File: src/logic/pcicc_pkg.sv
// constants for the pci command and class/revision configuration registers
package pcicc_pkg;
  // ************************************************************
  // register offsets (byte addresses of configuration dwords)
  // ************************************************************
  localparam logic [7:0] CMD_STAT_OFS  = 8'h04;      // command_status_config
  localparam logic [7:0] CLASS_REV_OFS = 8'h08;      // class_code_revision
  // ************************************************************
  // command/status field positions
  // ************************************************************
  localparam int IO_EN_BIT    = 0;                   // io_space_enable (0 = decode on)
  localparam int MEM_EN_BIT   = 1;                   // memory_space_enable
  localparam int BME_BIT      = 2;                   // bus master enable
  localparam int PRE_BIT      = 6;                   // parity_response_enable
  localparam int SERR_EN_BIT  = 8;                   // addr_parity_serr_enable
  localparam int CAP_BIT      = 20;                  // capability list indicator
  localparam int SYS_ERR_BIT  = 30;                  // system error indication
  localparam int PE_FLAG_BIT  = 31;                  // parity_error_flag
  localparam int GSR_CAP_BIT  = 19;                  // source bit in general_status_reg
  // ************************************************************
  // class/revision field positions and constants
  // ************************************************************
  localparam int BASE_LSB     = 24;                  // base class field low bit
  localparam int SUB_LSB      = 16;                  // subclass_field low bit
  localparam int REV_LSB      = 4;                   // revision_field low bit
  localparam logic [7:0] BASE_CLASS = 8'h02;         // network controller
  localparam logic [7:0] SUB_CLASS  = 8'h00;         // ethernet controller
  // ************************************************************
  // reset values
  // ************************************************************
  localparam logic IO_EN_RST   = 1'b1;               // i/o decode off at reset
  localparam logic MEM_EN_RST  = 1'b1;
  localparam logic BME_RST     = 1'b1;
  localparam logic PRE_RST     = 1'b0;
  localparam logic SERR_EN_RST = 1'b1;
  localparam logic [31:0] ZERO_WORD = 32'h0000_0000;
endpackage

File: src/logic/pcicc_err_if.sv
// carrier between the command register top and the parity error tracker
interface pcicc_err_if;
  logic parity_resp_en;   // parity_response_enable from the register
  logic serr_en;          // addr_parity_serr_enable from the register
  logic pe_set;           // set term for parity_error_flag
  logic sys_err_set;      // set term for the system error indication
  logic serr_fire;        // assert the system error pin on the next cycle
  modport regs (output parity_resp_en, output serr_en, input pe_set, input sys_err_set, input serr_fire);
  modport trk  (input parity_resp_en, input serr_en, output pe_set, output sys_err_set, output serr_fire);
endinterface

File: src/logic/pcicc_regs.sv
// pci configuration command/status and class/revision registers
//
// Function
// - capability bit mirrors general status bit 19
// - address parity error drives serr when enabled
// - parity response disabled: errors only set the flag, except address errors with serr enabled
// - parity response enabled: raise system error
// - bus master enable gates mastering, resets one
// - memory enable gates memory responses, resets one
// - io bit zero enables io decode, resets one
// - base class reads 02h, writes ignored
// - subclass reads 00h, read only
// - revision field fixed, writes ignored
// - parity flag sets on every detected error
module pcicc_regs
  import pcicc_pkg::*;
#(
  parameter logic [3:0] REVISION = 4'h1             // revision code, value arbitrary
)
(
  input  wire logic        clk,          // pci clock
  input  wire logic        rst,          // pci reset, synchronous, active high
  input  wire logic        cfg_rd,       // configuration read strobe
  input  wire logic        cfg_wr,       // configuration write strobe
  input  wire logic [7:0]  cfg_addr,     // dword byte offset
  input  wire logic [3:0]  cfg_be,       // byte enables, active high
  input  wire logic [31:0] cfg_wdata,    // write data
  output logic      [31:0] cfg_rdata,    // read data, registered
  output logic             cfg_rvalid,   // read data valid pulse
  input  wire logic [31:0] general_status_reg, // status word from the csr block
  input  wire logic        parity_err_det,     // parity error detected pulse
  input  wire logic        addr_phase,         // the error was in an address phase
  input  wire logic        master_req,         // internal engine wants the bus
  input  wire logic        mem_hit,            // memory base address matched
  input  wire logic        io_hit,             // i/o base address matched
  output logic             master_ok,          // mastering permitted and requested
  output logic             mem_respond,        // claim the memory access
  output logic             io_respond,         // claim the i/o access
  output logic             serr_n,             // system error pin, active low
  output logic             io_en_reg_o,        // raw io_space_enable bit
  output logic             bme_o               // bus master enable level
);
  pcicc_err_if eif ();                     // tracker carrier

  logic io_en_reg;                         // io_space_enable, 0 decodes
  logic mem_en_reg;                        // memory_space_enable
  logic bme_reg;                           // bus master enable
  logic pre_reg;                           // parity_response_enable
  logic serr_en_reg;                       // addr_parity_serr_enable
  logic pe_flag_reg;                       // parity_error_flag
  logic sys_err_reg;                       // system error indication
  logic cmd_wr;                            // write hits command word
  logic [31:0] cmd_word;                   // assembled command/status view
  logic [31:0] class_word;                 // class/revision view

  pcicc_err_track u_trk (
    .clk            (clk),
    .rst            (rst),
    .parity_err_det (parity_err_det),
    .addr_phase     (addr_phase),
    .eif            (eif)
  );

  assign eif.parity_resp_en = pre_reg;
  assign eif.serr_en        = serr_en_reg;
  assign cmd_wr             = cfg_wr && (cfg_addr == CMD_STAT_OFS);

  // ************************************************************
  // command bits
  // ************************************************************
  // byte lane 0 holds the decode and parity enables
  always_ff @(posedge clk)
  begin
    if (rst)
    begin
      io_en_reg  <= IO_EN_RST;
      mem_en_reg <= MEM_EN_RST;
      bme_reg    <= BME_RST;
      pre_reg    <= PRE_RST;
    end
    else if (cmd_wr && cfg_be[0])
    begin
      bme_reg    <= cfg_wdata[BME_BIT];
      mem_en_reg <= cfg_wdata[MEM_EN_BIT];
      io_en_reg  <= cfg_wdata[IO_EN_BIT];
      pre_reg    <= cfg_wdata[PRE_BIT];
    end
  end

  // byte lane 1 holds the address parity serr enable
  always_ff @(posedge clk)
  begin
    if (rst)
      serr_en_reg <= SERR_EN_RST;
    else if (cmd_wr && cfg_be[1])
      serr_en_reg <= cfg_wdata[SERR_EN_BIT];
  end

  // ************************************************************
  // status flags, write one to clear; a new event wins over the clear
  // ************************************************************
  always_ff @(posedge clk)
  begin
    if (rst)
    begin
      pe_flag_reg <= 1'b0;
      sys_err_reg <= 1'b0;
    end
    else
    begin
      if (eif.pe_set)
        pe_flag_reg <= 1'b1;
      else if (cmd_wr && cfg_be[3] && cfg_wdata[PE_FLAG_BIT])
        pe_flag_reg <= 1'b0;
      if (eif.sys_err_set)
        sys_err_reg <= 1'b1;
      else if (cmd_wr && cfg_be[3] && cfg_wdata[SYS_ERR_BIT])
        sys_err_reg <= 1'b0;
    end
  end

  // ************************************************************
  // read views
  // ************************************************************
  always_comb
  begin
    cmd_word = ZERO_WORD;
    cmd_word[PE_FLAG_BIT] = pe_flag_reg;
    cmd_word[SYS_ERR_BIT] = sys_err_reg;
    cmd_word[CAP_BIT]     = general_status_reg[GSR_CAP_BIT];
    cmd_word[SERR_EN_BIT] = serr_en_reg;
    cmd_word[PRE_BIT]     = pre_reg;
    cmd_word[BME_BIT]     = bme_reg;
    cmd_word[MEM_EN_BIT]  = mem_en_reg;
    cmd_word[IO_EN_BIT]   = io_en_reg;
    class_word = ZERO_WORD;
    class_word[BASE_LSB +: 8] = BASE_CLASS;
    class_word[SUB_LSB +: 8]  = SUB_CLASS;
    class_word[REV_LSB +: 4]  = REVISION;
  end

  // read data is registered, one cycle after the strobe; unmapped offsets read zero
  always_ff @(posedge clk)
  begin
    if (rst)
    begin
      cfg_rdata  <= ZERO_WORD;
      cfg_rvalid <= 1'b0;
    end
    else
    begin
      cfg_rvalid <= cfg_rd;
      if (cfg_rd)
      begin
        case (cfg_addr)
          CMD_STAT_OFS:  cfg_rdata <= cmd_word;
          CLASS_REV_OFS: cfg_rdata <= class_word;
          default:       cfg_rdata <= ZERO_WORD;
        endcase
      end
    end
  end

  // ************************************************************
  // gated outputs, all registered so they lag the enables by one cycle
  // ************************************************************
  always_ff @(posedge clk)
  begin
    if (rst)
    begin
      master_ok   <= 1'b0;
      mem_respond <= 1'b0;
      io_respond  <= 1'b0;
      serr_n      <= 1'b1;
      io_en_reg_o <= IO_EN_RST;
      bme_o       <= BME_RST;
    end
    else
    begin
      master_ok   <= master_req & bme_reg;
      mem_respond <= mem_hit & mem_en_reg;
      io_respond  <= io_hit & ~io_en_reg;
      serr_n      <= ~eif.serr_fire;
      io_en_reg_o <= io_en_reg;
      bme_o       <= bme_reg;
    end
  end
endmodule

File: src/logic/pcicc_err_track.sv
// parity error tracker: turns detected parity errors into flag and pin events
module pcicc_err_track
  import pcicc_pkg::*;
(
  input  wire logic clk,            // pci clock
  input  wire logic rst,            // synchronous reset, active high
  input  wire logic parity_err_det, // one-cycle pulse, parity error seen
  input  wire logic addr_phase,     // qualifies the pulse as an address phase error
  pcicc_err_if.trk  eif             // enables in, set terms out
);
  // ************************************************************
  // event decode
  // ************************************************************
  always_comb
  begin
    eif.pe_set = parity_err_det;
    // gated by enable: with the response enable clear only the flag moves, except for address errors with serr_en set
    eif.sys_err_set = parity_err_det & (eif.parity_resp_en | (addr_phase & eif.serr_en));
    eif.serr_fire = parity_err_det & addr_phase & eif.serr_en;
  end
endmodule

File: config.mk
export PLATFORM = sky130hd
export DESIGN_NAME = pcicc_regs
export DESIGN_NICKNAME = d
export VERILOG_FILES = /design/src/logic/pcicc_pkg.sv /design/src/logic/pcicc_err_if.sv /design/src/logic/pcicc_regs.sv /design/src/logic/pcicc_err_track.sv
export SDC_FILE = /design/constraint.sdc
export NUM_CORES = 1
export LEC_CHECK = 0
export ABC_AREA = 1
export BUFFER_PORTS_ARGS = -buffer_cell sky130_fd_sc_hd__clkbuf_2
export CORE_MARGIN = 10
export CORE_UTILIZATION = 36
export DETAILED_ROUTE_END_ITERATION = 16
export HOLD_SLACK_MARGIN = 0.12
export PLACE_DENSITY = 0.85
export SLEW_MARGIN = 20
export SYNTH_ARGS = -nofsm -noshare
export SYNTH_HDL_FRONTEND = slang
export SYNTH_SLANG_ARGS = --single-unit
export TNS_END_PERCENT = 5
File: constraint.sdc
create_clock -name clk -period 1.8 [get_ports clk]
set_clock_uncertainty 0.05 [all_clocks]
set_input_delay 0.27 -clock clk [delete_from_list [all_inputs] [get_ports clk]]
set_output_delay 0.27 -clock clk [all_outputs]
set_load 0.005 [all_outputs]
==> impl_metrics.json <==
{
  "grt_use_total_pct": 8.97,
  "power.density_nw_per_um2": 691,
  "path_max_fanout": 3,
  "yosys_warnings": 0,
  "rows": 19,
  "fin_tns_setup_ns": 0,
  "clockBufferDepth": 2,
  "cp-end-kind": "output port",
  "routed_wl_um": 2600,
  "ios": 124,
  "largest_reg_flops": 9,
  "cts_tree": "yes",
  "top_register": "cfg_rdata",
  "synth_xor_area_share_pct": 0,
  "grt_max_degree": 20,
  "htree_levels": 1,
  "num_vias": 876,
  "clock_latency_ns": 0.31,
  "synthesis.area_sq_um": 1100,
  "finalCriticalPeriod_ns": 1.11,
  "drive_gt1_share_pct": 41.2,
  "synth_cells": 127,
  "synth_cell_types": 22,
  "overflow": 0,
  "final_cell_mix": "44 x clkbuf_2, 23 x dfxtp_1, 22 x conb_1, 14 x nand2_1, 9 x o21ai_0",
  "start_util_pct": 38.7,
  "antenna_found_initial": 0,
  "cp-start-kind": "flop",
  "hpwlAfterDp_um": 2110,
  "root_buffer": "clkbuf_4",
  "max_cap_violations": 0,
  "status": "completed",
  "max_stage_delay_ns": 0.37,
  "drc_errors": 0,
  "core_sq_um": 2830,
  "via_per_inst": 4.36,
  "grt_pass1_vias": 909,
  "clock_sinks": 23,
  "slowest_stage": "dfxtp_1",
  "synth_mux_area_share_pct": 0,
  "gp_congestion": 0.740,
  "synth_top_area_share_pct": 42.0,
  "synth.area.top_cells": "dfxtp_1 42%, buf_4 16%, a21oi_2 5.6%, nand2_1 4.8%, o21ai_0 4.1%",
  "drtIter0Drc": 32,
  "p_total_w": 0.000880,
  "synth_compound_area_share_pct": 13.4,
  "synth_area_per_cell_sq_um": 8.63,
  "clkTransAtPathRegs_ns": 0.13,
  "port-buffer-count": 44,
  "synth_seq_area_share_pct": 42.0,
  "diodes": 0,
  "hold_path_class": "primary input to flop",
  "p_leak_nw": 0.643,
  "fmaxAchievable_mhz": 900,
  "die_w_um": 75.2,
  "path_cells": "clkbuf_2",
  "setup_viol": 0,
  "area_growth_pct": 16.2,
  "cp_num_buf_inv": 1,
  "dieArea_sq_um": 5650,
  "grt_setup_unrepaired": "false",
  "dieHeight_um": 75.2,
  "ant_nets": 0,
  "critPathRequiredTime_ns": 1.48,
  "final_nets": 256,
  "path_class": "flop to output port",
  "critPathTopFamily": "flip-flops",
  "wl_per_cell_um": 13.0,
  "cts_inserted_buffers": 3,
  "slew_violations": 0,
  "final_hold_viol_count": 0,
  "synth-seq-cells": 23,
  "yosys.area_share.adder_pct": 0,
  "synth_top_family_by_area": "buffers and inverters",
  "firstDrtPassIters": 4,
  "synth_top_area_cell": "dfxtp_1",
  "synth_simple_gate_area_share_pct": 22.0,
  "grt_first_pass_wirelength_um": 4000,
  "arrival_ns": 0.79,
  "final_common_cell": "clkbuf_2",
  "ir_drop_uv": 214,
  "min_period_over_period_pct": 61.7
}
-- metal layers --
| layer | GRT usage (%) | wire length (um) | up-vias |
|---|---|---|---|
| met2 | 15.0 | 1240 | 37 |
| met1 | 9.71 | 1000 | 382 |
| met5 | 0 | 0 | - |
| met4 | 4.33 | 33 | 0 |
| met3 | 3.55 | 326 | 2 |
| li1 | - | - | 455 |
-- kinds of logic after synthesis --
| logic type | count (synthesis) |
|---|---|
| AND/OR/NAND/NOR | 43 |
| buffers and inverters | 36 |
| flip-flops | 23 |
| AO/OA/AOI/OAI | 24 |
| other | 1 |
-- where the power goes --
group	internal, W	leakage (nW)	switching, W	total [W]
Sequential	0.000526	0.189	0.00000764	0.000534
Combinational	0.0000491	0.437	0.0000666	0.000116
Clock	0.0000828	0.0177	0.000148	0.000230
Total	0.000658	0.643	0.000222	0.000880
-- synth_stat cells (all sizes together) --
cell / n
nand2: 19
clkbuf: 1
inv: 7
conb: 1
o21ai: 10
or2: 2
and3: 1
nand3: 5
buf: 28
nor2: 9
a21oi: 14
nand4: 7
dfxtp: 23
-- path summary, 6_finish.rpt --
kind                              startpoint  slack [ns]                       end  cells past startpoint
setup / recovery  cfg_rdata[25]$_SDFFE_PP0P_        0.69              cfg_rdata[4]                      1
hold / removal                  cfg_wdata[8]        0.13  eif.serr_en$_SDFFE_PP1P_                      3
setup reg to reg    eif.serr_en$_SDFFE_PP1P_        0.94  sys_err_reg$_SDFFE_PP0P_                      3
hold reg to reg     pe_flag_reg$_SDFFE_PP0P_        0.43  pe_flag_reg$_SDFFE_PP0P_                      2
-- metrics by stage --
step           std cells  hold slack [ns]  area [sq um]  setup slack [ns]  util [%]
2_1_floorplan        148            0.331          1170             0.753         -
3_3_place_gp         194            0.400          1220             0.507      43.0
3_5_place_dp         194            0.400          1220             0.487      43.0
4_1_cts              201            0.122          1270             0.668      45.0
5_1_grt              201            0.127          1270             0.627      45.0
6_report             201            0.131          1270             0.689      45.0
-- timing repair --
action	in CTS	in global routing
endpoints found under the setup margin	0	0
setup buffers	0	0
gates resized for setup	0	0
hold endpoints to repair	3	0
hold buffers	3	0
-- layout make-up --
type	instances	area, sq um
Tap cell	31	38.8
Sequential cell	23	460
Multi-Input combinational cell	89	470
Clock inverter	1	5.00
Clock buffer	3	22.5
Inverter	7	26.3
Timing Repair Buffer	47	250
Fill cell	314	1560
Note: power is estimated with default switching activity, not from simulation.
